## config.mk

```make
export PLATFORM = sky130hd
export DESIGN_NAME = regulator_startup_sequencer
export DESIGN_NICKNAME = d
export VERILOG_FILES = /design/src/core/sequencer_pkg.sv /design/src/core/regulator_startup_sequencer.sv
export SDC_FILE = /design/constraint.sdc
export NUM_CORES = 1
export LEC_CHECK = 0
export CELL_PAD_IN_SITES_DETAIL_PLACEMENT = 1
export CELL_PAD_IN_SITES_GLOBAL_PLACEMENT = 1
export CORE_AREA = 2 2 247 188
export DETAILED_ROUTE_END_ITERATION = 12
export DIE_AREA = 0 0 249 190
export DONT_BUFFER_PORTS = 1
export MAX_ROUTING_LAYER = met4
export PLACE_DENSITY = 0.5
export SLEW_MARGIN = 10
export SYNTH_ARGS = -nofsm -noshare
export SYNTH_HDL_FRONTEND = slang
export SYNTH_SLANG_ARGS = --single-unit
```

## constraint.sdc

```tcl
create_clock -name clk -period 7.8 [get_ports clk]
set_input_delay 0.78 -clock clk [delete_from_list [all_inputs] [get_ports clk]]
set_output_delay 0.78 -clock clk [all_outputs]
set_load 0.005 [all_outputs]
```

## src/core/sequencer_pkg.sv

```systemverilog
package sequencer_pkg;
   localparam int NUM_REG = 4;
   localparam int CLK_MHZ = 200;
   // Timebase tick of 10 us drives every sequencing counter.
   localparam int TICK_NS = 10000;
   localparam int TICK_CYCLES = TICK_NS * CLK_MHZ / 1000;
   localparam int CONFIG_LOAD_US = 1100;
   localparam int CONFIG_LOAD_TICKS = CONFIG_LOAD_US * 1000 / TICK_NS;
   localparam int RESET_DELAY_MS = 1;
   localparam int RESET_DELAY_TICKS = RESET_DELAY_MS * 1000000 / TICK_NS;
   localparam int ON_OFF_WAIT_MS = 5;
   localparam int ON_OFF_WAIT_TICKS = ON_OFF_WAIT_MS * 1000000 / TICK_NS;
   localparam int WAIT_W = 16;
   localparam int SS_W = 8;
   // Register indices; each byte address is four times the index.
   localparam logic [9:0] IDX_ENABLE_MODE = 10'h0D2;
   localparam logic [9:0] IDX_SEQ_ORDER = 10'h0D5;
   localparam logic [9:0] IDX_FREQ_PHASE = 10'h0D7;
   localparam logic [9:0] IDX_RESET_DELAY = 10'h0DC;
   localparam logic [9:0] IDX_ON_WAIT = 10'h0DD;
   localparam logic [9:0] IDX_RAMP = 10'h0DE;
   localparam logic [9:0] IDX_CONTROL = 10'h0E0;
   localparam logic [9:0] IDX_STATUS = 10'h0E4;
   localparam logic [11:0] ADDR_ENABLE_MODE = {IDX_ENABLE_MODE, 2'h0};
   localparam logic [11:0] ADDR_SEQ_ORDER = {IDX_SEQ_ORDER, 2'h0};
   localparam logic [11:0] ADDR_FREQ_PHASE = {IDX_FREQ_PHASE, 2'h0};
   localparam logic [11:0] ADDR_RESET_DELAY = {IDX_RESET_DELAY, 2'h0};
   localparam logic [11:0] ADDR_ON_WAIT = {IDX_ON_WAIT, 2'h0};
   localparam logic [11:0] ADDR_RAMP = {IDX_RAMP, 2'h0};
   localparam logic [11:0] ADDR_CONTROL = {IDX_CONTROL, 2'h0};
   localparam logic [11:0] ADDR_STATUS = {IDX_STATUS, 2'h0};
   localparam logic [1:0] ENABLE_MODE_GLOBAL = 2'h2;
   localparam logic [1:0] ENABLE_MODE_RESET = 2'h0;
   localparam logic [15:0] SEQ_ORDER_RESET = 16'h0000;
   // Per regulator 2-bit divider code then 2-bit phase quadrant code.
   localparam logic [15:0] FREQ_PHASE_RESET = 16'hC480;
   localparam logic [7:0] RAMP_RESET = 8'h01;
   // Control bits: [3:0] regulator disable, 4 digital soft start, 5 discontinuous only.
   localparam logic [5:0] CONTROL_RESET = 6'h00;
   localparam int CTRL_DIGITAL_SS = 4;
   localparam int CTRL_DCM_ONLY = 5;
   localparam logic [SS_W-1:0] GATE_RAMP_FULL = 8'hFF;
   typedef enum logic [5:0] {
      ST_OFF = 6'h01,
      ST_RAILS = 6'h02,
      ST_RESET_WAIT = 6'h04,
      ST_CONFIG = 6'h08,
      ST_DELAY = 6'h10,
      ST_SEQUENCE = 6'h20
   } state_type;
   typedef struct packed {
      logic [NUM_REG-1:0] drive_enable;
      logic [NUM_REG-1:0] switching;
      logic [NUM_REG-1:0] low_side_first;
      logic [NUM_REG-1:0] zero_cross_enable;
   } reg_ctrl_type;
endpackage

```

## src/core/regulator_startup_sequencer.sv

```systemverilog
`timescale 1ns/1ps
module regulator_startup_sequencer
   import sequencer_pkg::*;
#(
   parameter int N = NUM_REG,
   parameter int TICK_LEN = TICK_CYCLES
) (
   input wire logic clk,
   input wire logic reset,
   input wire logic chip_enable,
   input wire logic rails_ready,
   input wire logic reset_release,
   input wire logic supply_above_uvlo,
   input wire logic [N-1:0] per_regulator_enable,
   input wire logic [N-1:0] power_good_output,
   input wire logic [N-1:0] feedback_above_ref,
   input wire logic master_osc,
   input wire logic sync_locked,
   input wire logic sync_osc,
   input wire logic psel,
   input wire logic penable,
   input wire logic pwrite,
   input wire logic [11:0] paddr,
   input wire logic [31:0] pwdata,
   output logic [31:0] prdata,
   output logic pready,
   output logic pslverr,
   output logic [N-1:0] regulator_enable,
   output logic [N-1:0] pwm_clock,
   output logic [N*SS_W-1:0] softstart_ref,
   output logic [N-1:0] digital_ss_select,
   output logic [N-1:0] switching_allowed,
   output logic [N-1:0] low_side_first,
   output logic [N-1:0] zero_cross_enable,
   output logic [N*SS_W-1:0] low_side_ramp,
   output logic clock_out,
   output logic sequence_done
);
   logic [1:0] enable_mode, next_enable_mode;
   logic [15:0] seq_order, next_seq_order;
   logic [15:0] freq_phase, next_freq_phase;
   logic [WAIT_W-1:0] reset_delay, next_reset_delay;
   logic [WAIT_W-1:0] on_wait, next_on_wait;
   logic [7:0] ramp_rate, next_ramp_rate;
   logic [5:0] control, next_control;
   logic [31:0] next_prdata;
   logic next_pready, next_pslverr;
   state_type state, next_state;
   logic [15:0] tick_cnt, next_tick_cnt;
   logic tick;
   logic [WAIT_W-1:0] wait_cnt, next_wait_cnt;
   logic [N-1:0] enabled, next_enabled;
   logic [N-1:0] next_regulator_enable;
   logic [1:0] stage, next_stage;
   logic [WAIT_W-1:0] stage_cnt, next_stage_cnt;
   logic stage_armed, next_stage_armed;
   logic [7:0] step_cnt, next_step_cnt;
   logic [N*SS_W-1:0] next_softstart_ref, next_low_side_ramp;
   logic [N-1:0] next_switching, next_low_first, next_zero_cross;
   logic [3:0] div_cnt, next_div_cnt;
   logic [N-1:0] next_pwm;
   logic osc_prev, next_osc_prev;
   logic osc_src;
   logic osc_rise;
   logic seq_enable;
   logic next_sequence_done;

   function automatic logic [1:0] order_slot(input logic [15:0] ord, input int i);
      return ord[4*i +: 2];
   endfunction

   function automatic logic stage_used(input logic [15:0] ord, input logic [N-1:0] off,
                                       input logic [1:0] stg);
      logic used;
      used = 1'b0;
      for (int i = 0; i < N; i++) if (order_slot(ord, i) == stg && !off[i]) used = 1'b1;
      return used;
   endfunction

   assign tick = (tick_cnt == 16'(TICK_LEN - 1));
   assign osc_src = sync_locked ? sync_osc : master_osc;
   assign osc_rise = osc_src & ~osc_prev;
   assign seq_enable = (enable_mode == ENABLE_MODE_GLOBAL) ? per_regulator_enable[0]
                                                           : 1'b1;

   // Register bus. Writes land only on the access phase, so each transfer takes three cycles with one wait state.
   always_comb begin
      next_enable_mode = enable_mode;
      next_seq_order = seq_order;
      next_freq_phase = freq_phase;
      next_reset_delay = reset_delay;
      next_on_wait = on_wait;
      next_ramp_rate = ramp_rate;
      next_control = control;
      next_prdata = 32'h00000000;
      next_pready = 1'b0;
      next_pslverr = 1'b0;
      if (psel && penable && !pready) begin
         next_pready = 1'b1;
         unique case (paddr)
            ADDR_ENABLE_MODE: begin
               next_prdata = {30'h0, enable_mode};
               if (pwrite) next_enable_mode = pwdata[1:0];
            end
            ADDR_SEQ_ORDER: begin
               next_prdata = {16'h0, seq_order};
               if (pwrite) next_seq_order = pwdata[15:0];
            end
            ADDR_FREQ_PHASE: begin
               next_prdata = {16'h0, freq_phase};
               if (pwrite) next_freq_phase = pwdata[15:0];
            end
            ADDR_RESET_DELAY: begin
               next_prdata = {16'h0, reset_delay};
               if (pwrite) next_reset_delay = pwdata[WAIT_W-1:0];
            end
            ADDR_ON_WAIT: begin
               next_prdata = {16'h0, on_wait};
               if (pwrite) next_on_wait = pwdata[WAIT_W-1:0];
            end
            ADDR_RAMP: begin
               next_prdata = {24'h0, ramp_rate};
               if (pwrite) next_ramp_rate = pwdata[7:0];
            end
            ADDR_CONTROL: begin
               next_prdata = {26'h0, control};
               if (pwrite) next_control = pwdata[5:0];
            end
            ADDR_STATUS: begin
               next_prdata = {16'h0, stage, enabled, switching_allowed, state};
               next_pslverr = pwrite;
            end
            default: next_pslverr = 1'b1;
         endcase
      end
   end

   always_ff @(posedge clk or posedge reset) begin
      if (reset) begin
         enable_mode <= ENABLE_MODE_RESET;
         seq_order <= SEQ_ORDER_RESET;
         freq_phase <= FREQ_PHASE_RESET;
         reset_delay <= WAIT_W'(RESET_DELAY_TICKS);
         on_wait <= WAIT_W'(ON_OFF_WAIT_TICKS);
         ramp_rate <= RAMP_RESET;
         control <= CONTROL_RESET;
         prdata <= 32'h00000000;
         pready <= 1'b0;
         pslverr <= 1'b0;
      end else begin
         enable_mode <= next_enable_mode;
         seq_order <= next_seq_order;
         freq_phase <= next_freq_phase;
         reset_delay <= next_reset_delay;
         on_wait <= next_on_wait;
         ramp_rate <= next_ramp_rate;
         control <= next_control;
         prdata <= next_prdata;
         pready <= next_pready;
         pslverr <= next_pslverr;
      end
   end

   // Startup sequence. The tick timebase keeps the counters narrow; its error stays far
   // inside the allowed spread since every count is exact at the 10 us grain.
   always_comb begin
      next_tick_cnt = tick ? 16'h0000 : tick_cnt + 16'h0001;
      next_state = state;
      next_wait_cnt = wait_cnt;
      next_enabled = enabled;
      next_stage = stage;
      next_stage_cnt = stage_cnt;
      next_stage_armed = stage_armed;
      next_sequence_done = 1'b0;
      if (!chip_enable || !supply_above_uvlo) begin
         next_state = ST_OFF;
         next_enabled = '0;
      end else begin
         unique case (state)
            ST_OFF: next_state = ST_RAILS;
            ST_RAILS: if (rails_ready) next_state = ST_RESET_WAIT;
            ST_RESET_WAIT: begin
               // An early release falls straight through, so no extra wait.
               if (reset_release) begin
                  next_state = ST_CONFIG;
                  next_wait_cnt = WAIT_W'(CONFIG_LOAD_TICKS);
               end
            end
            ST_CONFIG: begin
               if (tick && wait_cnt != '0) next_wait_cnt = wait_cnt - WAIT_W'(1);
               if (wait_cnt == '0) begin
                  next_state = ST_DELAY;
                  next_wait_cnt = reset_delay;
               end
            end
            ST_DELAY: begin
               if (tick && wait_cnt != '0) next_wait_cnt = wait_cnt - WAIT_W'(1);
               if (wait_cnt == '0 && seq_enable) begin
                  next_state = ST_SEQUENCE;
                  next_stage = 2'h0;
                  next_stage_cnt = on_wait;
                  next_stage_armed = 1'b1;
               end
            end
            ST_SEQUENCE: begin
               if (!seq_enable) begin
                  next_state = ST_DELAY;
                  next_enabled = '0;
               end else if (stage_armed) begin
                  if (tick && stage_cnt != '0) next_stage_cnt = stage_cnt - WAIT_W'(1);
                  if (stage_cnt == '0 || !stage_used(seq_order, control[N-1:0], stage)) begin
                     // All enabled regulators whose slot equals this stage start together.
                     for (int i = 0; i < N; i++) begin
                        if (order_slot(seq_order, i) == stage && !control[i]) begin
                           if (enable_mode == ENABLE_MODE_GLOBAL || per_regulator_enable[i])
                              next_enabled[i] = 1'b1;
                        end
                     end
                     next_stage_armed = 1'b0;
                  end
               end else if (stage == 2'h3) begin
                  next_sequence_done = 1'b1;
               end else begin
                  next_stage = stage + 2'h1;
                  next_stage_cnt = on_wait;
                  next_stage_armed = 1'b1;
                  for (int i = 0; i < N; i++) begin
                     if (seq_order[4*i+2] && enabled[i] && !power_good_output[i] &&
                         order_slot(seq_order, i) == stage) begin
                        // Hold the next stage until this one is good.
                        next_stage = stage;
                        next_stage_armed = 1'b0;
                     end
                  end
               end
            end
            default: next_state = ST_OFF;
         endcase
      end
      // A regulator not in any slot used is skipped because empty stages pass at once.
      next_regulator_enable = next_enabled;
   end

   always_ff @(posedge clk or posedge reset) begin
      if (reset) begin
         tick_cnt <= 16'h0000;
         state <= ST_OFF;
         wait_cnt <= '0;
         enabled <= '0;
         regulator_enable <= '0;
         stage <= 2'h0;
         stage_cnt <= '0;
         stage_armed <= 1'b0;
         sequence_done <= 1'b0;
      end else begin
         tick_cnt <= next_tick_cnt;
         state <= next_state;
         wait_cnt <= next_wait_cnt;
         enabled <= next_enabled;
         regulator_enable <= next_regulator_enable;
         stage <= next_stage;
         stage_cnt <= next_stage_cnt;
         stage_armed <= next_stage_armed;
         sequence_done <= next_sequence_done;
      end
   end

   // Soft start and PWM clocks.
   always_comb begin
      next_osc_prev = osc_src;
      next_div_cnt = osc_rise ? div_cnt + 4'h1 : div_cnt;
      next_step_cnt = step_cnt;
      next_softstart_ref = softstart_ref;
      next_low_side_ramp = low_side_ramp;
      next_switching = switching_allowed;
      next_low_first = low_side_first;
      next_zero_cross = zero_cross_enable;
      next_pwm = pwm_clock;
      if (tick) next_step_cnt = (step_cnt >= ramp_rate) ? 8'h00 : step_cnt + 8'h01;
      for (int i = 0; i < N; i++) begin
         // Divider and phase: phase code times four offsets the count, moving only the divide-by-8 edge; phase bit 1 inverts the undivided clock.
         logic [1:0] dcode;
         logic [1:0] pcode;
         logic [3:0] ph;
         dcode = freq_phase[4*i +: 2];
         pcode = freq_phase[4*i+2 +: 2];
         ph = div_cnt + {pcode, 2'h0};
         if (dcode == 2'h0) next_pwm[i] = osc_src ^ pcode[1];
         else next_pwm[i] = ph[dcode - 2'h1];
         if (!enabled[i]) begin
            next_softstart_ref[i*SS_W +: SS_W] = '0;
            next_switching[i] = 1'b0;
            next_low_first[i] = 1'b0;
            next_zero_cross[i] = 1'b0;
            next_low_side_ramp[i*SS_W +: SS_W] = '0;
         end else begin
            // Each code step is one 10 mV increment from zero.
            if (tick && step_cnt == 8'h00 &&
                softstart_ref[i*SS_W +: SS_W] != GATE_RAMP_FULL)
               next_softstart_ref[i*SS_W +: SS_W] = softstart_ref[i*SS_W +: SS_W] + SS_W'(1);
            if (!switching_allowed[i] && !feedback_above_ref[i]) begin
               next_switching[i] = 1'b1;
               next_low_first[i] = 1'b1;
               next_zero_cross[i] = 1'b1;
            end else if (switching_allowed[i]) begin
               next_low_first[i] = 1'b0;
               if (!control[CTRL_DCM_ONLY] && osc_rise &&
                   low_side_ramp[i*SS_W +: SS_W] != GATE_RAMP_FULL)
                  next_low_side_ramp[i*SS_W +: SS_W] = low_side_ramp[i*SS_W +: SS_W] + SS_W'(1);
               if (low_side_ramp[i*SS_W +: SS_W] == GATE_RAMP_FULL)
                  next_zero_cross[i] = 1'b0;
            end
         end
      end
   end

   always_ff @(posedge clk or posedge reset) begin
      if (reset) begin
         osc_prev <= 1'b0;
         div_cnt <= 4'h0;
         step_cnt <= 8'h00;
         softstart_ref <= '0;
         low_side_ramp <= '0;
         switching_allowed <= '0;
         low_side_first <= '0;
         zero_cross_enable <= '0;
         pwm_clock <= '0;
         digital_ss_select <= '0;
         clock_out <= 1'b0;
      end else begin
         osc_prev <= next_osc_prev;
         div_cnt <= next_div_cnt;
         step_cnt <= next_step_cnt;
         softstart_ref <= next_softstart_ref;
         low_side_ramp <= next_low_side_ramp;
         switching_allowed <= next_switching;
         low_side_first <= next_low_first;
         zero_cross_enable <= next_zero_cross;
         pwm_clock <= next_pwm;
         digital_ss_select <= {N{control[CTRL_DIGITAL_SS]}};
         clock_out <= osc_src;
      end
   end
endmodule // regulator_startup_sequencer

```

==> flow_metrics.tcl <==
set metrics [dict create \
    ctsLongestPathBuffers 3 \
    hold_slack_ns 0.1801 \
    slowest_delay_ns 0.90 \
    synth_area_um2 13380 \
    synthTopCellsByArea "dfrtp_1 45%, mux2_2 7.0%, xnor2_1 3.5%" \
    fin_crit_sh 0.4145 \
    cp-start-kind "flip-flop" \
    postSynthCellCount 1301 \
    max_slew.worst_pin.slew_ns 1.136 \
    wirelength_um 42840 \
    synth_top_flop_cell "dfrtp_1" \
    drt_iter0_drc 531 \
    final_max_slew_viol_count 0 \
    syn2layout_area_growth_pct 11.46 \
    synthDistinctLibCells 76 \
    die_y_um 190 \
    antenna_found_initial 1 \
    async_reset_ff_frac 1.000 \
    final-seq-area_um2 6375 \
    drive_above_1_share 0.1449 \
    nFillCells 5001 \
    clock_skew_ns 0.02129 \
    dp_slack_ns 4.226 \
    worstPathCellList "or4_1, or4b_1, o2111ai_1, or3_1, a21oi_1, a2bb2oi_1" \
    cp_max_fo 11 \
    avgRoutedWirePerCell_um 22.46 \
    cts_buffers 29 \
    cts-htree-levels 1 \
    slowest_stage "o2111ai_1" \
    final_antenna_net_count 0 \
    cts_hold_buf 0 \
    core_um2 45180 \
    pin_count 192 \
    die_area_um2 47310 \
    power.leakage_nw 6.278 \
    fin_setup_tns_ns 0 \
    max_clock_freq_ghz 0.3093 \
    drv_cap 0 \
    slew_headroom 0.2367 \
    synth_top_area_frac 0.4469 \
    layout_setup_ws_ns 4.567 \
    grt_setup_unrepaired "false" \
    ys_ff_latch 254 \
    dr.pass1.iters 8 \
    drc 0 \
    hpwl_um 31090 \
    hp-class "primary input to async pin" \
    clk_latency_ns 0.58 \
    start_util 0.2963 \
    synth-seq-area-share 0.4763 \
    via_count 10140 \
    r2r_cells 6 \
    path_clk_slew_ns 0.06 \
    cts_setup_buffers 0 \
    status "complete, no violations" \
    grt_pass1_wl_um 66720 \
    synth_area_per_cell_um2 10.29 \
    vdd_drop_max_mv 0.1373 \
    track_usage 0.1873 \
    r2r_end "wait_cnt[6]$_DFFE_PP0P_" \
    power.density_nw_per_um2 191.8 \
    routabilityCongestion 0.8241 \
    die_w_um 249 \
    synth_edf_count 0 \
    viasPerCell 5.318 \
    endpoint_kind "flip-flop" \
    rrSetupSlack_ns 4.57 \
    nets 1389 \
    gr-total-overflow 0 \
    first_global_vias 10490 \
    arrival_ns 3.67 \
    synth_commonest_cells "239 x dfrtp_1, 102 x nand2_1, 83 x mux2_2, 56 x nor2_1" \
    grt_start_max_net_pins 160 \
    core.rowCount 68 \
    multi_input_area_um2 6565 \
    cts_tree "done" \
    clock-sinks 254 \
    synth_top_area_cell "dfrtp_1" \
    synth_most_common_cell "dfrtp_1" \
    setup_violations 0 \
    portBuffers 0 \
    hold_viol_final 0 \
    cts_root_buf "clkbuf_16" \
    placed_cells 1852 \
    r2r-start "wait_cnt[10]$_DFFE_PP0P_" \
    yosysWarnings 0 \
    required_ns 8.24 \
    cts_resized 0 \
    instances_no_fill 1907 \
    fin_crit_ns 3.233 \
    worstSetupPathType "flip-flop to flip-flop" \
]
where the power goes:
part / switching, mW / leakage (nW) / total, mW / internal, mW
combinational: 0.0628 / 2.44 / 0.113 / 0.0501
sequential: 0.0443 / 3.37 / 1.38 / 1.34
clock: 0.573 / 0.465 / 1.37 / 0.794
cells in the final DEF, fill, tap and decap left out, types with 10 or more instances in the layout:
cell type / instances
buf_4: 15
nand4_1: 31
nand2b_1: 21
nor3_1: 42
a22oi_1: 25
o21ai_0: 53
conb_1: 16
clkbuf_1: 10
nor2_1: 56
nor2b_1: 21
nor4_1: 18
nand2_1: 102
or3_1: 11
mux2_2: 83
and3_1: 20
dfstp_2: 15
ha_1: 33
nand3_1: 53
clkbuf_16: 29
xnor2_1: 53
dfrtp_1: 239
inv_1: 40
a21oi_1: 49
and2_1: 53
mux2i_1: 15
a31oi_1: 18
xor2_1: 30
registers in the layout, indices dropped and copies added, names as in the netlist, 4 cells and up:
signal             cells
on_wait               16
stage_cnt             16
freq_phase            16
tick_cnt              16
seq_order             16
step_cnt               8
control                6
zero_cross_enable      4
div_cnt                4
ramp_rate              8
enabled                4
switching_allowed      4
softstart_ref         32
low_side_ramp         32
prdata                16
low_side_first         4
wait_cnt              16
state                  6
pwm_clock              4
reset_delay           16
per-stage QoR:
step | total power [mW] | utilization | instance area [um2]
finish | 2.861 | 0.3302 | 14920
global route | 2.974 | 0.3302 | 14920
CTS | 2.912 | 0.3300 | 14910
detailed placement | 1.521 | 0.3093 | 13970
global placement | 1.514 | 0.3093 | 13970
floorplan | 1.480 | - | 13440
how the worst max path moves through the flow:
stage                                   startpoint                      end  slack, ns  depth (start not counted)
after detailed placement                  paddr[1]      prdata[6]$_DFF_PP0_       4.23                          6
after global placement                    paddr[2]      prdata[6]$_DFF_PP0_       4.22                          6
after global routing      wait_cnt[10]$_DFFE_PP0P_  wait_cnt[4]$_DFFE_PP0P_       4.33                          6
after CTS                 wait_cnt[10]$_DFFE_PP0P_  wait_cnt[4]$_DFFE_PP0P_       4.53                          6
after floorplan                              reset   control[0]$_DFFE_PP0P_       0.06                          1
final                     wait_cnt[10]$_DFFE_PP0P_  wait_cnt[6]$_DFFE_PP0P_       4.57                          6
routing by layer:
layer / global-route usage / routed length, um
met1: 0.2709 / 21750
met2: 0.2688 / 18030
met3: 0.04105 / 2381
met4: 0.03427 / 683
met5: - / 0
layout make-up:
type | instances | area share
diodes | 1 | 0.0001677
flip-flops and latches | 254 | 0.4273
multi-input cells | 946 | 0.4401
clock inverters | 7 | 0.004277
well taps | 595 | 0.04990
repair buffers | 16 | 0.008890
clock buffers | 47 | 0.05854
inverters | 41 | 0.01082
cells by family (layout without fill, tap and decap cells):
family / count (synthesis) / after routing / synth area share
simple gates: 469 / 469 / 0.1888
compound gates: 243 / 243 / 0.1223
buf+inv: 116 / 111 / 0.03936
flops: 254 / 254 / 0.4763
other cells: 1 / 17 / 0.0002802
mux: 102 / 102 / 0.08778
fa+ha+maj: 33 / 33 / 0.03085
xor+xnor: 83 / 83 / 0.05431
worst max-delay path: cells and delay by family, from the launching register on:
family           cells  cell delay, ns
AND/OR/NAND/NOR      3            1.53
AO/OA/AOI/OAI        3            1.13
flip-flops           1            0.44
No activity file was read; power rests on OpenSTA's default activity.
